### src/common/eeprom_host_pkg.sv
package eeprom_host_pkg;

  // bus timing, 100 kHz serial clock from a 100 MHz core clock
  localparam int CLK_PERIOD_NS    = 10;
  localparam int SCL_PERIOD_NS    = 10000;
  localparam int QTR_CYC          = SCL_PERIOD_NS / 4 / CLK_PERIOD_NS;
  localparam int BUS_IDLE_GAP_NS  = 4700;
  localparam int BUS_IDLE_GAP_CYC =
    (BUS_IDLE_GAP_NS + CLK_PERIOD_NS - 1) / CLK_PERIOD_NS;

  // power-up and self-timed write figures, in milliseconds and in core clock cycles
  localparam int POWER_UP_READ_DELAY_MS  = 1;
  localparam int POWER_UP_WRITE_DELAY_MS = 5;
  localparam int INTERNAL_WRITE_TYP_MS   = 5;
  localparam int INTERNAL_WRITE_TIME_MS  = 10;
  localparam int NS_PER_MS               = 1000000;
  localparam int POWER_UP_READ_CYC  =
    POWER_UP_READ_DELAY_MS * (NS_PER_MS / CLK_PERIOD_NS);
  localparam int POWER_UP_WRITE_CYC =
    POWER_UP_WRITE_DELAY_MS * (NS_PER_MS / CLK_PERIOD_NS);
  localparam int INTERNAL_WRITE_CYC =
    INTERNAL_WRITE_TIME_MS * (NS_PER_MS / CLK_PERIOD_NS);

  // widths
  localparam int CNT_W     = 20;
  localparam int QCNT_W    = 10;
  localparam int ADDR_W    = 10;
  localparam int BYTE_W    = 8;
  localparam int TYPE_W    = 4;
  localparam int PHASE_W   = 3;
  localparam int BITIDX_W  = 4;

  // phase positions inside start, bit and stop sequences (quarter periods), and the bit index of the acknowledge clock
  localparam logic [PHASE_W-1:0]  PH_HOLD      = 3'h0;
  localparam logic [PHASE_W-1:0]  PH_SCL_HIGH  = 3'h2;
  localparam logic [PHASE_W-1:0]  PH_SAMPLE    = 3'h3;
  localparam logic [PHASE_W-1:0]  PH_STA_LOW   = 3'h4;
  localparam logic [PHASE_W-1:0]  PH_STA_LAST  = 3'h5;
  localparam logic [PHASE_W-1:0]  PH_STO_REL   = 3'h4;
  localparam logic [BITIDX_W-1:0] BIT_ACK      = 4'h8;

  // direction bit of the slave address byte
  localparam logic DIR_WRITE = 1'b0;
  localparam logic DIR_READ  = 1'b1;

  typedef enum logic [1:0] {
    OP_CUR_READ,
    OP_RAND_READ,
    OP_POLL
  } op_t;

  typedef enum logic [2:0] {
    ST_IDLE,
    ST_GAP,
    ST_START,
    ST_BITS,
    ST_STOP
  } state_t;

  typedef enum logic [1:0] {
    STEP_ADDR_W,
    STEP_WORD,
    STEP_ADDR_R,
    STEP_DATA
  } step_t;

endpackage : eeprom_host_pkg

### src/core/eeprom_host.sv
`timescale 1ns/100ps
module eeprom_host #(
  parameter int          PWRUP_RD_CYC = eeprom_host_pkg::POWER_UP_READ_CYC,
  parameter int          PWRUP_WR_CYC = eeprom_host_pkg::POWER_UP_WRITE_CYC,
  parameter int          POLL_LIM_CYC = eeprom_host_pkg::INTERNAL_WRITE_CYC,
  // arbitrary device type code
  parameter logic [3:0]  TYPE_CODE    = 4'h6
) (
  input  wire logic                           CLK,
  input  wire logic                           ARST_N,
  input  wire logic                           CMD_VALID,
  input  wire eeprom_host_pkg::op_t           CMD_OP,
  input  wire logic [eeprom_host_pkg::ADDR_W-1:0] CMD_ADDR,
  input  wire logic [eeprom_host_pkg::ADDR_W-1:0] CMD_COUNT,
  input  wire logic                           CHIP_SEL,
  output logic                                CMD_READY,
  output logic                                BUSY,
  output logic                                RD_VALID,
  output logic [eeprom_host_pkg::BYTE_W-1:0]  RD_DATA,
  output logic                                DONE,
  output logic                                FAIL,
  output logic                                SCL,
  input  wire logic                           SDA_IN,
  output logic                                SDA_OUT,
  output logic                                SDA_OE_N
);
  import eeprom_host_pkg::*;

  function automatic logic [BYTE_W-1:0] slave_byte(
    input logic [TYPE_W-1:0] code,
    input logic              cs,
    input logic [1:0]        hi,
    input logic              dir
  );
    slave_byte = {code, cs, hi, dir};
  endfunction : slave_byte

  function automatic logic [CNT_W-1:0] sat_inc(input logic [CNT_W-1:0] v);
    sat_inc = (&v) ? v : v + 1'b1;
  endfunction : sat_inc

  state_t                state_r,  state_nxt;
  step_t                 step_r,   step_nxt;
  op_t                   op_r,     op_nxt;
  logic [ADDR_W-1:0]     addr_r,   addr_nxt;
  logic [ADDR_W-1:0]     count_r,  count_nxt;
  logic                  cs_r,     cs_nxt;
  logic [PHASE_W-1:0]    phase_r,  phase_nxt;
  logic [BITIDX_W-1:0]   bit_r,    bit_nxt;
  logic [QCNT_W-1:0]     qcnt_r,   qcnt_nxt;
  logic [BYTE_W-1:0]     shift_r,  shift_nxt;
  logic                  again_r,  again_nxt;
  logic                  fpend_r,  fpend_nxt;
  logic [CNT_W-1:0]      pwr_r;
  logic [CNT_W-1:0]      poll_r;
  logic                  sda_s1_r, sda_s2_r;
  logic                  scl_r,    oe_n_r;
  logic                  rdv_r,    rdv_nxt;
  logic [BYTE_W-1:0]     rdd_r,    rdd_nxt;
  logic                  done_r,   done_nxt;
  logic                  fail_r,   fail_nxt;
  logic                  ready_r,  busy_r;

  // decode
  wire        tick      = (qcnt_r == QCNT_W'(QTR_CYC - 1));
  wire        gap_done  = (qcnt_r >= QCNT_W'(BUS_IDLE_GAP_CYC - 1));
  wire        cmd_take  = CMD_VALID && ready_r && (state_r == ST_IDLE);
  wire        sda_low   = ~sda_s2_r;
  wire        rd_ok     = (pwr_r >= CNT_W'(PWRUP_RD_CYC));
  wire        wr_ok     = (pwr_r >= CNT_W'(PWRUP_WR_CYC));
  wire        pwr_ok    = (op_r == OP_CUR_READ) ? rd_ok
                          : (wr_ok && rd_ok);
  wire        poll_over = (poll_r >= CNT_W'(POLL_LIM_CYC));
  wire        is_rx     = (step_r == STEP_DATA);
  wire        last_byte = (count_r == '0);
  wire        byte_end  = (state_r == ST_BITS) && tick
                          && (phase_r == PH_SAMPLE) && (bit_r == BIT_ACK);
  wire        scl_high  = (phase_r >= PH_SCL_HIGH);
  wire        hold_pull = ~SDA_OE_N;
  wire [BYTE_W-1:0] wr_byte = slave_byte(TYPE_CODE, cs_r,
                                         addr_r[ADDR_W-1:BYTE_W], DIR_WRITE);
  wire [BYTE_W-1:0] rd_byte = slave_byte(TYPE_CODE, cs_r,
                                         addr_r[ADDR_W-1:BYTE_W], DIR_READ);
  wire [BYTE_W-1:0] load_byte =
    (step_r == STEP_ADDR_W) ? wr_byte :
    (step_r == STEP_WORD)   ? addr_r[BYTE_W-1:0] :
    (step_r == STEP_ADDR_R) ? rd_byte : '0;

  // data bit pulled low: tx follows the shifter, rx acknowledges only while
  // more bytes are wanted, so the last ninth clock sees SDA released
  wire        tx_pull  = (bit_r == BIT_ACK) ? 1'b0 : ~shift_r[BYTE_W-1];
  wire        rx_pull  = (bit_r == BIT_ACK) && !last_byte;
  wire        bit_pull = is_rx ? rx_pull : tx_pull;

  // pin levels wanted for the current state and phase
  wire scl_want =
    (state_r == ST_START) ? scl_high :
    (state_r == ST_BITS)  ? scl_high :
    (state_r == ST_STOP)  ? scl_high : 1'b1;
  wire pull_want =
    (state_r == ST_START) ? ((phase_r == PH_HOLD) ? hold_pull
                             : (phase_r >= PH_STA_LOW)) :
    (state_r == ST_BITS)  ? ((phase_r == PH_HOLD) ? hold_pull : bit_pull) :
    (state_r == ST_STOP)  ? ((phase_r == PH_HOLD) ? hold_pull
                             : (phase_r < PH_STO_REL)) : 1'b0;

  always_comb begin
    state_nxt = state_r;
    step_nxt  = step_r;
    op_nxt    = op_r;
    addr_nxt  = addr_r;
    count_nxt = count_r;
    cs_nxt    = cs_r;
    phase_nxt = phase_r;
    bit_nxt   = bit_r;
    shift_nxt = shift_r;
    again_nxt = again_r;
    fpend_nxt = fpend_r;
    rdv_nxt   = 1'b0;
    rdd_nxt   = rdd_r;
    done_nxt  = 1'b0;
    fail_nxt  = fail_r;
    qcnt_nxt  = tick ? '0 : qcnt_r + 1'b1;
    case (state_r)
      ST_IDLE: begin
        qcnt_nxt = '0;
        if (cmd_take) begin
          op_nxt    = CMD_OP;
          addr_nxt  = CMD_ADDR;
          count_nxt = CMD_COUNT;
          cs_nxt    = CHIP_SEL;
          step_nxt  = (CMD_OP == OP_CUR_READ) ? STEP_ADDR_R
                      : STEP_ADDR_W;
          again_nxt = 1'b1;
          fpend_nxt = 1'b0;
          state_nxt = ST_GAP;
        end
      end
      ST_GAP: begin
        qcnt_nxt = gap_done ? qcnt_r : qcnt_r + 1'b1;
        if (gap_done && !again_r) begin
          state_nxt = ST_IDLE;
          done_nxt  = 1'b1;
          fail_nxt  = fpend_r;
        end else if (gap_done && pwr_ok) begin
          state_nxt = ST_START;
          phase_nxt = '0;
          qcnt_nxt  = '0;
        end
      end
      ST_START: begin
        if (tick) begin
          phase_nxt = phase_r + 1'b1;
          if (phase_r == PH_STA_LAST) begin
            state_nxt = ST_BITS;
            phase_nxt = '0;
            bit_nxt   = '0;
            shift_nxt = load_byte;
          end
        end
      end
      ST_BITS: begin
        if (tick) begin
          phase_nxt = phase_r + 1'b1;
          if (phase_r == PH_SAMPLE) begin
            phase_nxt = '0;
            bit_nxt   = bit_r + 1'b1;
            if (bit_r != BIT_ACK) begin
              shift_nxt = is_rx ? {shift_r[BYTE_W-2:0], sda_s2_r}
                                : {shift_r[BYTE_W-2:0], 1'b0};
            end
          end
        end
        if (byte_end) begin
          bit_nxt = '0;
          case (step_r)
            STEP_ADDR_W: begin
              if (sda_low && (op_r == OP_POLL)) begin
                state_nxt = ST_STOP;
                again_nxt = 1'b0;
              end else if (sda_low) begin
                step_nxt  = STEP_WORD;
                shift_nxt = addr_r[BYTE_W-1:0];
              end else if ((op_r == OP_POLL) && !poll_over) begin
                // device still busy writing: stop and address it again
                state_nxt = ST_STOP;
                again_nxt = 1'b1;
              end else begin
                state_nxt = ST_STOP;
                again_nxt = 1'b0;
                fpend_nxt = 1'b1;
              end
            end
            STEP_WORD: begin
              state_nxt = sda_low ? ST_START : ST_STOP;
              phase_nxt = '0;
              step_nxt  = STEP_ADDR_R;
              again_nxt = 1'b0;
              fpend_nxt = !sda_low;
            end
            STEP_ADDR_R: begin
              if (sda_low) begin
                step_nxt  = STEP_DATA;
                shift_nxt = '0;
              end else begin
                state_nxt = ST_STOP;
                again_nxt = 1'b0;
                fpend_nxt = 1'b1;
              end
            end
            default: begin
              rdv_nxt = 1'b1;
              rdd_nxt = shift_r;
              if (last_byte) begin
                state_nxt = ST_STOP;
                again_nxt = 1'b0;
              end else begin
                count_nxt = count_r - 1'b1;
              end
            end
          endcase
        end
      end
      ST_STOP: begin
        if (tick) begin
          phase_nxt = phase_r + 1'b1;
          if (phase_r == PH_STO_REL) begin
            state_nxt = ST_GAP;
            phase_nxt = '0;
            qcnt_nxt  = '0;
          end
        end
      end
      default: begin
        state_nxt = ST_IDLE;
      end
    endcase
  end

  // two-flop synchroniser on the returned data line
  always_ff @(posedge CLK or negedge ARST_N) begin
    if (!ARST_N) begin
      sda_s1_r <= 1'b1;
      sda_s2_r <= 1'b1;
    end else begin
      sda_s1_r <= SDA_IN;
      sda_s2_r <= sda_s1_r;
    end
  end

  // time since reset stands in for time since supply became stable
  always_ff @(posedge CLK or negedge ARST_N) begin
    if (!ARST_N) begin
      pwr_r  <= '0;
      poll_r <= '0;
    end else begin
      pwr_r  <= sat_inc(pwr_r);
      poll_r <= cmd_take ? '0 : sat_inc(poll_r);
    end
  end

  always_ff @(posedge CLK or negedge ARST_N) begin
    if (!ARST_N) begin
      state_r <= ST_IDLE;
      step_r  <= STEP_ADDR_W;
      op_r    <= OP_CUR_READ;
      addr_r  <= '0;
      count_r <= '0;
      cs_r    <= 1'b0;
      phase_r <= '0;
      bit_r   <= '0;
      qcnt_r  <= '0;
      shift_r <= '0;
      again_r <= 1'b0;
      fpend_r <= 1'b0;
    end else begin
      state_r <= state_nxt;
      step_r  <= step_nxt;
      op_r    <= op_nxt;
      addr_r  <= addr_nxt;
      count_r <= count_nxt;
      cs_r    <= cs_nxt;
      phase_r <= phase_nxt;
      bit_r   <= bit_nxt;
      qcnt_r  <= qcnt_nxt;
      shift_r <= shift_nxt;
      again_r <= again_nxt;
      fpend_r <= fpend_nxt;
    end
  end

  // outputs lag the phase decode by one cycle, far below a quarter period
  always_ff @(posedge CLK or negedge ARST_N) begin
    if (!ARST_N) begin
      scl_r   <= 1'b1;
      oe_n_r  <= 1'b1;
      rdv_r   <= 1'b0;
      rdd_r   <= '0;
      done_r  <= 1'b0;
      fail_r  <= 1'b0;
      ready_r <= 1'b0;
      busy_r  <= 1'b0;
    end else begin
      scl_r   <= scl_want;
      oe_n_r  <= ~pull_want;
      rdv_r   <= rdv_nxt;
      rdd_r   <= rdd_nxt;
      done_r  <= done_nxt;
      fail_r  <= fail_nxt;
      ready_r <= (state_nxt == ST_IDLE);
      busy_r  <= (state_nxt != ST_IDLE);
    end
  end

  assign SCL       = scl_r;
  assign SDA_OUT   = 1'b0;
  assign SDA_OE_N  = oe_n_r;
  assign RD_VALID  = rdv_r;
  assign RD_DATA   = rdd_r;
  assign DONE      = done_r;
  assign FAIL      = fail_r;
  assign CMD_READY = ready_r;
  assign BUSY      = busy_r;

endmodule : eeprom_host

### config.mk
export PLATFORM = sky130hd
export DESIGN_NAME = eeprom_host
export DESIGN_NICKNAME = d
export VERILOG_FILES = /design/src/common/eeprom_host_pkg.sv /design/src/core/eeprom_host.sv
export SDC_FILE = /design/constraint.sdc
export NUM_CORES = 1
export LEC_CHECK = 0
export ABC_CLOCK_PERIOD_IN_PS = 2000
export BUFFER_PORTS_ARGS = -buffer_cell sky130_fd_sc_hd__buf_4
export CORE_ASPECT_RATIO = 0.9
export CORE_MARGIN = 2
export CORE_UTILIZATION = 40
export CTS_CLUSTER_DIAMETER = 200
export DETAILED_ROUTE_END_ITERATION = 8
export MAX_ROUTING_LAYER = met4
export PLACE_DENSITY_LB_ADDON = 0.12
export SLEW_MARGIN = 20
export SYNTH_ARGS = -nofsm -noshare
export SYNTH_HDL_FRONTEND = slang
export SYNTH_SLANG_ARGS = --single-unit
export TNS_END_PERCENT = 100
### constraint.sdc
create_clock -name CLK -period 2 [get_ports CLK]
set_input_delay 0.4 -clock CLK [delete_from_list [all_inputs] [get_ports CLK]]
set_output_delay 0.4 -clock CLK [all_outputs]
set_load 0.1 [all_outputs]
Yosys cells after proc, flatten, opt, wreduce, memory -nomap -nowiden
Index checks and enable logic that the tools add are counted.
{"block": "classes", "mux": 102, "bitwise_logic": 5, "eq_ne": 35, "n_addsub": 6, "magnitude_cmp": 7, "reduce_logical": 38}
{"operator": "two-way mux 10 bit", "n": 10}
{"operator": "two-way mux 8 bit", "n": 11}
{"operator": "two-way mux 3 bit", "n": 22}
{"operator": "adder 20 x 1 -> 20 bit (second input constant)", "n": 2}
{"operator": "two-way mux 20 bit", "n": 2}
{"operator": "AND reduction 20 bit", "n": 2}
{"operator": "one-hot mux 8 bit (2 select lines)", "n": 2}
{"operator": "two-way mux 1 bit", "n": 31}
{"operator": "one-hot mux 10 bit (3 select lines)", "n": 1}
{"operator": "inequality test 3 bit (second input constant)", "n": 7}
{"operator": "greater-or-equal comparator 20 x 17 -> 1 bit (second input constant)", "n": 1}
{"operator": "greater-or-equal comparator 20 x 19 -> 1 bit (second input constant)", "n": 1}
{"operator": "greater-or-equal comparator 20 bit (second input constant)", "n": 1}
{"operator": "two-way mux 4 bit", "n": 5}
{"operator": "one-hot mux 10 bit (2 select lines)", "n": 1}
{"operator": "inequality test 2 bit (second input constant)", "n": 9}
{"operator": "one-hot mux 3 bit (5 select lines)", "n": 1}
{"operator": "AND reduction 5 bit", "n": 3}
{"operator": "two-way mux 2 bit", "n": 6}
{"operator": "one-hot mux 3 bit (4 select lines)", "n": 1}
{"operator": "logical AND 1 bit", "n": 11}
{"operator": "adder 10 x 1 -> 10 bit (second input constant)", "n": 1}
{"operator": "equality test 10 x 8 -> 1 bit (second input constant)", "n": 1}
{"operator": "greater-or-equal comparator 10 x 9 -> 1 bit (second input constant)", "n": 1}
{"operator": "other kinds (39)", "n": 60}
{"block": "totals", "register_bits": 112, "out_inout_bits": 16}

Depth between registers and ports, before layout
Gate-level depths: netlist of run 1.
{"block": "logic_depth", "word_depth": 10, "mapped_depth": 10, "mapped_depth_nobuf": 8}

Worst setup path before layout of run 1
OpenSTA, ideal clock, no wires.
{"block": "synth_timing", "path_type": "flip-flop to flip-flop", "from": "reg ready_r, in the netlist CMD_READY", "to": "reg poll_r[11]", "path_slack_ns": -0.340, "setup_ns": 0.132, "path_buffers": 2, "t_arrival_ns": 2.208, "stages_incl_launch_ff": 6, "path_cell_list": "dfrtp_1 > nand3_1 > nor2_1 > clkbuf_1 > clkbuf_1 > nor2_1"}
{"block": "synth_via", "elab_chain_cells": 3, "word_cells_on_any_way": 4, "cone_classes": "eq/ne: 1; mux: 1; reduce/logical: 2"}
{"element": "from (decl)", "line_no": "eeprom_host.sv:62", "source": "logic ready_r, busy_r;"}
{"element": "from (signal assigned)", "line_no": "eeprom_host.sv:310", "source": "ready_r <= (state_nxt == ST_IDLE);"}
{"element": "logical AND 1 bit * (2 in series)", "line_no": "eeprom_host.sv:67", "source": "wire cmd_take = CMD_VALID && ready_r && (state_r == ST_IDLE);"}
{"element": "inequality test 2 bit (no source line) or two-way mux 20 bit (tied branches)"}
{"element": "to (signal assigned)", "line_no": "eeprom_host.sv:258", "source": "poll_r <= cmd_take ? '0 : sat_inc(poll_r);"}
{"element": "to (decl)", "line_no": "eeprom_host.sv:55", "source": "logic [CNT_W-1:0] poll_r;"}
Every way passes the cells marked *; elsewhere a longest branch is shown, timed or not.
A chain may end at the register's enable or synchronous reset.

Final worst setup path of run 1
{"block": "layout_timing", "from": "reg pwr_r[13]", "to": "reg qcnt_r[2]"}
{"block": "layout_via", "elab_chain_cells": 7, "word_cells_on_any_way": 8, "cone_classes": "order compare: 2; mux: 4; reduce/logical: 2"}
{"element": "from (decl)", "line_no": "eeprom_host.sv:54", "source": "logic [CNT_W-1:0] pwr_r;"}
{"element": "from (signal assigned)", "line_no": "eeprom_host.sv:257", "source": "pwr_r <= sat_inc(pwr_r);"}
{"element": "greater-or-equal comparator 20 x 19 -> 1 bit or greater-or-equal comparator 20 x 17 -> 1 bit (tied branches)", "line_no": "eeprom_host.sv:70, eeprom_host.sv:69"}
{"element": "logical AND 1 bit", "line_no": "eeprom_host.sv:72", "source": ": (wr_ok && rd_ok);"}
{"element": "two-way mux 1 bit *", "line_no": "eeprom_host.sv:71", "source": "wire pwr_ok = (op_r == OP_CUR_READ) ? rd_ok"}
{"element": "logical AND 1 bit *", "line_no": "eeprom_host.sv:145", "source": "end else if (gap_done && pwr_ok) begin"}
{"element": "two-way mux 10 bit *", "line_no": "eeprom_host.sv:145"}
{"element": "two-way mux 10 bit *", "line_no": "eeprom_host.sv:141", "source": "if (gap_done && !again_r) begin"}
{"element": "one-hot mux 10 bit (3 select lines) *", "line_no": "eeprom_host.sv:124", "source": "case (state_r)"}
{"element": "net qcnt_nxt[2]", "line_no": "eeprom_host.sv:50", "source": "logic [QCNT_W-1:0] qcnt_r, qcnt_nxt;"}
{"element": "to (signal assigned)", "line_no": "eeprom_host.sv:285", "source": "qcnt_r <= qcnt_nxt;"}
{"element": "to (decl)", "line_no": "eeprom_host.sv:50"}
The timed path passes the listed nets; every way through them passes the cells marked *.

==> flow_summary_export.csv, run 1 <==
group,metric,value,unit
run_status,outcome,"complete, but fails checks",
run_status,violations,"negative setup slack",
min_path,timing.hold.worst.class,"in2reg",
worst_setup_path,rrSetupSlack,-0.21,ns
placed_design,hpwl,12.3,mm
global_route,grt_pass1_wl,28.3,mm
placed_design,place_ws,-0.227,ns
worst_setup_path,worst-setup-path-type,"reg2reg",
sta,worst_pin_slew,0.613,ns
synthesis,ys_types,82,
sta,maxSlewHeadroom,0.581,
sta,slew_viol_final,0,
cells_and_area,syn2layout_area_growth,37.5,%
pwr,ir_drop,444,uV
sta,fin_ws,-0.208,ns
cts,cts_sinks,112,
worst_setup_path,cp_max_fo,8,
cts,cts_tree,"built",
routing,viasPerCell,5.54,
floorplanning,rows,43,
synthesis,yosys_most_used_dff,"dfrtp_1",
synthesis,yosys_warnings,0,
worst_setup_path,cp.required,2.29,ns
sta,hold_viol,0,
synthesis,ys_top_cells_by_area,"dfrtp_1 43%, mux2_2 4.3%, ha_1 3.9%",
floorplanning,start_util,0.410,
routing,first_pass_iters,4,
routing,vias,5693,
worst_setup_path,startpoint_type,"flip-flop",
sta,fin_crit_sh,1.10,
cts,clk_latency,0.36,ns
floorplanning,die-height,124,um
cells_and_area,layout-drive-gt1-share,0.384,
pwr,p_leak,3.91,nW
synthesis,synth_top_area_cell,"dfrtp_1",
global_route,track_usage,0.218,
synthesis,synthCells,666,
cells_and_area,fin_area,0.00873,mm2
worst_setup_path,endpoint,"qcnt_r[2]",
worst_setup_path,critPathLaunch,"pwr_r[13]",
synthesis,yosysSeqAreaShare,0.442,
global_route,grt-ovfl-total,0,
synthesis,synth_edf_count,0,
worst_setup_path,cp.arrival,2.50,ns
global_route,grt_max_degree,42,
floorplanning,die_w,137,um
cts,clock_path_buffers,2,
worst_setup_path,reg2reg_depth,7,
worst_setup_path,rr_startpoint,"pwr_r[13]",
pwr,powerDensity,480,mW/mm2
cells_and_area,layout_commonest_cell,"buf_4",
sta,finalClockSkew,0.00593,ns
synthesis,synth_seq_cells,112,
synthesis,synth_fp_nets,713,
sta,fin_crit,2.21,ns
placed_design,io_buffers,41,
placed_design,gp_congestion,0.884,
routing,ant_nets,0,
routing,drt-total-wl,17.2,mm
floorplanning,die_area,0.0169,mm2
cells_and_area,final_nets,868,
placed_design,place_area,0.00777,mm2
global_route,grt_antenna_before_repair,0,
synthesis,synth_area_per_cell,9.54,um2
cts,numCtsBuffers,9,
floorplanning,core,0.0155,mm2
routing,drt_iter0_markers,289,
synthesis,synthArstFlopShare,1.00,
cts,h-tree-depth,3,
cts,cts-root-buf,"clkbuf_16",
routing,drt-wirelength-per-cell,16.7,um
routing,drc,0,
sta,rsz0062_at_grt,"true",
job,max-cap-violations,0,
global_route,grt_pass1_vias,5685,
synthesis,synth_top_area_share,0.426,
cells_and_area,diodes,0,
cells_and_area,final_cell_mix,"153 x buf_4, 107 x dfrtp_1, 56 x nor2_1, 49 x nand2_1, 23 x a21oi_1",
sta,fmax,453,MHz
worst_setup_path,r2r_end,"qcnt_r[2]",
cts,clk_pin_slew_worst_paths,0.08,ns
sta,holdWs,0.143,ns
synthesis,netlist_area,0.00635,mm2
sta,setup_viol,52,
floorplanning,ios,43,
worst_setup_path,end_kind,"flip-flop",
[logic make-up (layout without fill, tap and decap cells)]
kind of cell | after synthesis | count (layout) | share of synthesized area
multiplexers | 27 | 27 | 0.0475
adder cells (fa/ha/maj) | 20 | 20 | 0.0394
AO/OA/AOI/OAI | 165 | 165 | 0.177
flip-flops | 112 | 112 | 0.442
AND/OR/NAND/NOR | 254 | 256 | 0.213
XOR/XNOR | 32 | 32 | 0.0441
buffers and inverters | 55 | 213 | 0.0357
other | 1 | 1 | 0.000590
[layout make-up]
type | count | area, um2
clock buffer | 9 | 225
clock inverter | 7 | 73.8
fill | 1372 | 6760
inverter | 26 | 97.6
multi-input combinational | 501 | 3890
sequential | 112 | 2810
tap | 202 | 253
timing repair buffer | 171 | 1380
[report_power, final]
| group | internal (mW) | switching (mW) | total (mW) |
|---|---|---|---|
| sequential | 2.27 | 0.00392 | 2.27 |
| combinational | 0.0472 | 0.0696 | 0.117 |
| clock | 0.888 | 0.916 | 1.80 |
[how the worst min path moves through the flow]
| stage | start | to | depth (start not counted) |
|---|---|---|---|
| final | SDA_IN | sda_s1_r | 1 |
| after global placement | ARST_N | count_r[8] | 1 |
| after floorplan | ARST_N | BUSY | 0 |
| after CTS | SDA_IN | sda_s1_r | 1 |
| after global routing | SDA_IN | sda_s1_r | 1 |
| after detailed placement | ARST_N | count_r[8] | 1 |
[sequential cells by signal, indices dropped and copies added (netlist names), 2 cells and up, named ones only]
| register | count |
|---|---|
| RD_DATA | 8 |
| addr_r | 10 |
| bit_r | 4 |
| count_r | 10 |
| op_r | 2 |
| phase_r | 3 |
| poll_r | 20 |
| pwr_r | 20 |
| qcnt_r | 10 |
| shift_r | 8 |
| state_r | 3 |
| step_r | 2 |
[critical path, cell delays in order (launching register included)]
cell,delay (ns)
dfrtp_1,0.39
or4_1,0.50
a2111o_1,0.44
a41o_1,0.26
a31oi_4,0.18
buf_12,0.16
o21ai_1,0.08
a21oi_2,0.12
[Yosys cell counts, types with 4 or more instances]
cell type    n
clkbuf_1    20
and4_1       4
dfstp_2      4
a31oi_1      9
a211oi_1     7
inv_1       26
o21ai_0     31
dfrtp_1    108
a21oi_1     29
a21oi_2      6
xnor2_1     22
ha_1        20
o21a_1       4
or3_1       10
mux2_2      24
and2_1       9
nand2b_1     9
nor2_1      64
a22oi_1      8
xor2_1      10
a41oi_1      4
nand3b_1     5
o22ai_1      4
o31ai_1     11
and3_1       7
nand4_1     16
nand3_1     21
nand2_1     53
nor4_1       6
or4_1        5
nor3_1      22
o21ai_1     15
[routing by layer]
| layer | routed length (um) | GRT usage |
|---|---|---|
| met1 | 7880 | 0.289 |
| met2 | 8300 | 0.345 |
| met3 | 632 | 0.0385 |
| met4 | 340 | 0.0657 |
| met5 | 0 | - |
[timing repair]
item	4_1_cts	5_1_grt
hold endpoints to repair	12	0
setup buffers	14	8
gates resized for setup	77	46
hold buffers	1	0
setup endpoints to repair	52	65
pin swaps	52	29
gates cloned	1	1
[metrics by stage]
stage / power (mW) / setup TNS, ns / instances / utilization
finish: 4.19 / -5.32 / 1028 / 0.564
global route: 4.36 / -10.80 / 1028 / 0.564
CTS: 4.26 / -4.70 / 1022 / 0.550
detailed placement: 2.43 / -5.47 / 992 / 0.501
global placement: 2.43 / -3.55 / 992 / 0.501
floorplan: 2.33 / -0.799 / 666 / -
Power figures use the tool's default switching activity.
==> run 2: changes to the inputs <==
Settings changed: CORE_UTILIZATION 40 to 50.
==> run 2 against run 1 <==
Effect of this change:
- the flow still finishes with violations (negative setup slack)
- die area is 19% lower
- clock power hardly changed
- count of clock-buffer cells in the layout is 3 higher
- critical path depth is 4 higher
==> flow_summary_export.csv, run 2 (synthesis results as in run 1) <==
group,metric,value,unit
cts,clk_pin_slew_worst_paths,0.08,ns
routing,drc,0,
worst_setup_path,startpoint_type,"flip-flop",
cells_and_area,final_cell_mix,"142 x buf_4, 105 x dfrtp_1, 58 x nor2_1, 47 x nand2_1, 23 x o21ai_0",
sta,setup_viol,48,
sta,fin_crit,2.23,ns
cts,clk_latency,0.36,ns
worst_setup_path,cp_top_family,"simple AND/OR/NAND/NOR gates",
job,max-cap-violations,0,
sta,fmax,448,MHz
routing,drt_iter0_markers,470,
floorplanning,die_w,123,um
sta,worst_pin_slew,0.670,ns
cts,postCtsHoldBufs,0,
global_route,grt_pass1_wl,27.9,mm
worst_setup_path,cpMaxStageDelayCell,"dfrtp_1",
placed_design,place_ws,-0.261,ns
cells_and_area,final_nets,866,
cts,cts_tree,"built",
floorplanning,die_area,0.0136,mm2
cells_and_area,top_regs,"poll_r x20, pwr_r x20",
cells_and_area,diodes,0,
pwr,ir_drop,607,uV
worst_setup_path,cp.buffers_inverters,4,
worst_setup_path,cp_max_fo,5,
cells_and_area,syn2layout_area_growth,37.1,%
sta,maxSlewHeadroom,0.553,
worst_setup_path,cpPeakStageDelay,0.39,ns
global_route,track_usage,0.266,
cts,cts_sinks,112,
worst_setup_path,end_kind,"flip-flop",
routing,ant_nets,0,
worst_setup_path,cp.arrival,2.53,ns
cells_and_area,regArea,0.00281,mm2
global_route,grt-ovfl-total,0,
floorplanning,die-height,111,um
worst_setup_path,cp.required,2.30,ns
global_route,grt_pass1_vias,5681,
sta,fin_crit_sh,1.12,
sta,fin_ws,-0.235,ns
pwr,powerDensity,479,mW/mm2
placed_design,gp_congestion,0.918,
run_status,outcome,"complete, but fails checks",
placed_design,hpwl,11.5,mm
routing,vias,5799,
sta,finalClockSkew,0.00945,ns
cells_and_area,layout_commonest_cell,"buf_4",
routing,drt-total-wl,17.1,mm
routing,viasPerCell,5.87,
worst_setup_path,critPathLaunch,"qcnt_r[1]",
worst_setup_path,rr_startpoint,"qcnt_r[1]",
placed_design,io_buffers,41,
cts,clock_path_buffers,2,
cells_and_area,layout-drive-gt1-share,0.381,
run_status,violations,"negative setup slack",
worst_setup_path,worst-setup-path-type,"reg2reg",
min_path,timing.hold.worst.class,"in2async",
sta,hold_viol,0,
global_route,grt_antenna_before_repair,0,
pwr,finalPower,4.17,mW
cells_and_area,fillers,945,
cts,numCtsBuffers,9,
floorplanning,rows,39,
worst_setup_path,cp_common_cell,"buf_6",
floorplanning,core,0.0125,mm2
routing,first_pass_iters,5,
pwr,p_leak,3.95,nW
floorplanning,start_util,0.506,
cts,cts-root-buf,"clkbuf_16",
sta,holdWs,0.0508,ns
floorplanning,ios,43,
sta,rsz0062_at_grt,"true",
global_route,grt_max_degree,113,
cts,h-tree-depth,3,
cells_and_area,multi_input_area,0.00386,mm2
sta,slew_viol_final,0,
worst_setup_path,crit_chain,"inv_2 > ha_4 > nor4b_4 > buf_4 > nand4_4 > buf_6 > nor3_4 > buf_6 > nand2_4 > o21ai_4 > and4bb_1",
routing,drt-wirelength-per-cell,17.3,um
-- run 2: cell types whose count changed in the layout (fill, tap and decap cells not counted), sizes merged --
cell and change:
clkbuf +4, buf -2, clkinv -2, dlygate4sd3 -1, inv -1
-- run 2: area by class of cell --
cell class	count	share of cell area
Clock buffer	12	0.0295
Clock inverter	4	0.00388
Inverter	26	0.0115
Multi-Input combinational cell	501	0.444
Sequential cell	112	0.323
Tap cell	164	0.0236
Timing Repair Buffer	169	0.164
-- run 2: power breakdown --
| part | switching (mW) | leakage, nW | internal [mW] |
|---|---|---|---|
| clock | 0.857 | 0.145 | 0.931 |
| sequential | 0.00350 | 1.39 | 2.27 |
| combinational | 0.0672 | 2.41 | 0.0409 |
-- run 2: path summary, 6_finish.rpt --
kind | end | depth (start not counted) | slack, ns
max | CMD_READY | 11 | -0.23
max reg2reg | CMD_READY | 11 | -0.23
min reg2reg | sda_s2_r | 0 | 0.36
max in group asynchronous | shift_r[3] | 2 | 1.38
min in group CLK | sda_s1_r | 1 | 0.15
min | count_r[4] | 2 | 0.05
-- run 2: what timing repair did --
action	CTS	global route
pin swaps	35	24
buffers inserted	20	14
gates cloned	2	1
endpoints found under the setup margin	51	71
gates resized for setup	67	57
-- run 2: through the flow --
step | area (um2) | util | setup TNS [ns] | std cells
after floorplan | 6470 | - | -0.799 | 666
after global placement | 7620 | 0.608 | -4.94 | 938
after detailed placement | 7620 | 0.608 | -7.60 | 938
after CTS | 8360 | 0.667 | -6.14 | 975
after global routing | 8700 | 0.694 | -10.63 | 988
final | 8700 | 0.694 | -6.19 | 988
-- run 2: routing by layer --
metal	part of all wire	vias to the layer above	GRT usage
met5	0	-	-
met4	0.024	0	0.0943
met3	0.047	33	0.0509
met2	0.47	166	0.394
met1	0.46	2862	0.365
li1	-	2738	-
==> run 3: changes to the inputs <==
Settings changed: PLACE_DENSITY set to 0.81, PLACE_DENSITY_LB_ADDON 0.12 to unset, RECOVER_POWER set to 100.
==> run 3 against run 2 <==
Effect of this change:
- the run still ends with negative setup slack left
- register-to-register slack worse by 0.05 ns
- clock power is essentially flat
- first-iteration DRC count is 12% higher
- critical path depth fell by 3
- via count grew 2.8%
- worst setup slack lost 0.045 ns
- non-clock buffer count up 3
- count of clock-buffer cells in the layout down 2
- design area decreased by 1.4%
- routed wire length up 6.2%
- critical path type unchanged
- critical endpoint is now qcnt_r[7]
==> flow_summary_export.csv, run 3 (synthesis results as in run 1) <==
group,metric,value,unit
sta,hold_viol,0,
placed_design,dp.cells,936,
cts,h-tree-depth,3,
routing,drc,0,
sta,fin_crit_sh,1.14,
global_route,grt_antenna_before_repair,0,
cts,clock_path_buffers,2,
sta,fin_crit,2.28,ns
cells_and_area,fin_area,0.00858,mm2
worst_setup_path,cpMaxStageDelayCell,"dfrtp_1",
global_route,grt-ovfl-total,0,
cells_and_area,layout_commonest_cell,"buf_4",
run_status,violations,"negative setup slack",
cts,cts-root-buf,"clkbuf_16",
cells_and_area,regArea,0.00281,mm2
routing,drt_iter0_markers,528,
floorplanning,ios,43,
worst_setup_path,cp.arrival,2.52,ns
sta,setup_viol,59,
sta,slew_viol_final,0,
floorplanning,die_w,123,um
worst_setup_path,cp_max_fo,8,
floorplanning,core,0.0125,mm2
sta,rsz0062_at_grt,"true",
global_route,grt_pass1_vias,6003,
cts,clk_latency,0.36,ns
cts,cts_tree,"built",
pwr,powerDensity,482,mW/mm2
min_path,timing.hold.worst.class,"in2reg",
floorplanning,die_area,0.0136,mm2
worst_setup_path,cp_top_family,"compound AO/OA/AOI/OAI gates",
sta,worst_pin_slew,0.974,ns
worst_setup_path,startpoint_type,"flip-flop",
worst_setup_path,crit_chain,"ha_4 > nand2b_1 > a311o_1 > a22oi_2 > buf_6 > a31oi_4 > o31ai_1 > a21oi_2",
worst_setup_path,worst-setup-path-type,"reg2reg",
placed_design,gp_congestion,0.892,
cts,postCtsHoldBufs,0,
sta,maxSlewHeadroom,0.350,
floorplanning,die-height,111,um
routing,first_pass_iters,5,
worst_setup_path,end_kind,"flip-flop",
cells_and_area,instances_no_fill,990,
placed_design,place_area,0.00758,mm2
worst_setup_path,cpPeakStageDelay,0.44,ns
cells_and_area,diodes,0,
routing,ant_nets,0,
cts,clk_pin_slew_worst_paths,0.07,ns
floorplanning,rows,39,
sta,finalClockSkew,0.00850,ns
global_route,grt_pass1_wl,29.3,mm
routing,viasPerCell,6.02,
placed_design,hpwl,12.1,mm
sta,fmax,439,MHz
cells_and_area,layout-drive-gt1-share,0.372,
routing,drt-wirelength-per-cell,18.3,um
cells_and_area,multi_input_area,0.00383,mm2
global_route,track_usage,0.277,
cells_and_area,final_nets,868,
pwr,p_leak,3.87,nW
sta,fin_ws,-0.280,ns
job,max-cap-violations,0,
worst_setup_path,cp.required,2.24,ns
cells_and_area,syn2layout_area_growth,35.1,%
routing,vias,5960,
cts,numCtsBuffers,9,
routing,drt-total-wl,18.1,mm
cells_and_area,fillers,883,
placed_design,io_buffers,41,
cells_and_area,final_cell_mix,"130 x buf_4, 106 x dfrtp_1, 57 x nor2_1, 49 x nand2_1, 23 x a21oi_1",
global_route,grt_max_degree,44,
run_status,outcome,"complete, but fails checks",
pwr,ir_drop,813,uV
cts,cts_sinks,112,
worst_setup_path,cp.buffers_inverters,1,
floorplanning,start_util,0.506,
cells_and_area,top_regs,"poll_r x20, pwr_r x20",
run 3: cell count changes in the layout (fill, tap and decap cells not counted), moves of 3 or more:
cell	change
buf_6	-3
clkbuf_2	+17
o21ai_2	+3
buf_4	-12
run 3: final timing paths:
check | slack (ns) | cells after the start | from | end
hold reg to reg | 0.36 | 0 | sda_s1_r | sda_s2_r
hold / removal | 0.14 | 1 | SDA_IN | sda_s1_r
min in group asynchronous | 0.15 | 1 | ARST_N | phase_r[0]
setup reg to reg | -0.28 | 8 | qcnt_r[0] | qcnt_r[7]
setup / recovery | -0.28 | 8 | qcnt_r[0] | qcnt_r[7]
max in group asynchronous | 0.31 | 2 | ARST_N | CMD_READY
run 3: cell type report:
type / instances / share of cell area
clock inverters: 6 / 0.00715
well taps: 164 / 0.0239
repair buffers: 172 / 0.157
inverters: 26 / 0.0114
flip-flops and latches: 112 / 0.328
clock buffers: 10 / 0.0267
multi-input cells: 500 / 0.446
run 3: per-layer routing:
layer	vias up	track usage	share of wire
met5	-	-	0
met4	0	0.0889	0.024
met3	43	0.0571	0.058
met2	217	0.434	0.50
met1	2957	0.361	0.42
li1	2743	-	-
run 3: power breakdown:
group          switching (mW)  internal [mW]
Sequential            0.00453           2.27
Clock                   0.881          0.877
Combinational          0.0687         0.0388
run 3: through the flow:
stage	hold WS, ns	TNS [ns]	util	setup WS [ns]	power [mW]
floorplan	0.104	-0.799	-	-0.0897	2.33
global placement	0.349	-3.13	0.605	-0.124	2.43
detailed placement	0.350	-6.39	0.605	-0.225	2.43
CTS	0.0127	-4.52	0.672	-0.188	4.19
global route	0.134	-12.63	0.684	-0.413	4.30
finish	0.144	-5.93	0.684	-0.280	4.14
run 3: worst reg2reg max path, cell delays in order (launching register included):
cell      delay [ns]
dfrtp_1         0.44
ha_4            0.19
nand2b_1        0.14
a311o_1         0.43
a22oi_2         0.23
buf_6           0.15
a31oi_4         0.06
o31ai_1         0.41
a21oi_2         0.10
run 3: what timing repair did:
action | CTS | global route
endpoints found under the hold margin | 0 | 0
resized for setup | 76 | 47
pin swaps | 38 | 15
setup buffers | 31 | 9
gates cloned | 1 | 0
setup endpoints to repair | 58 | 68
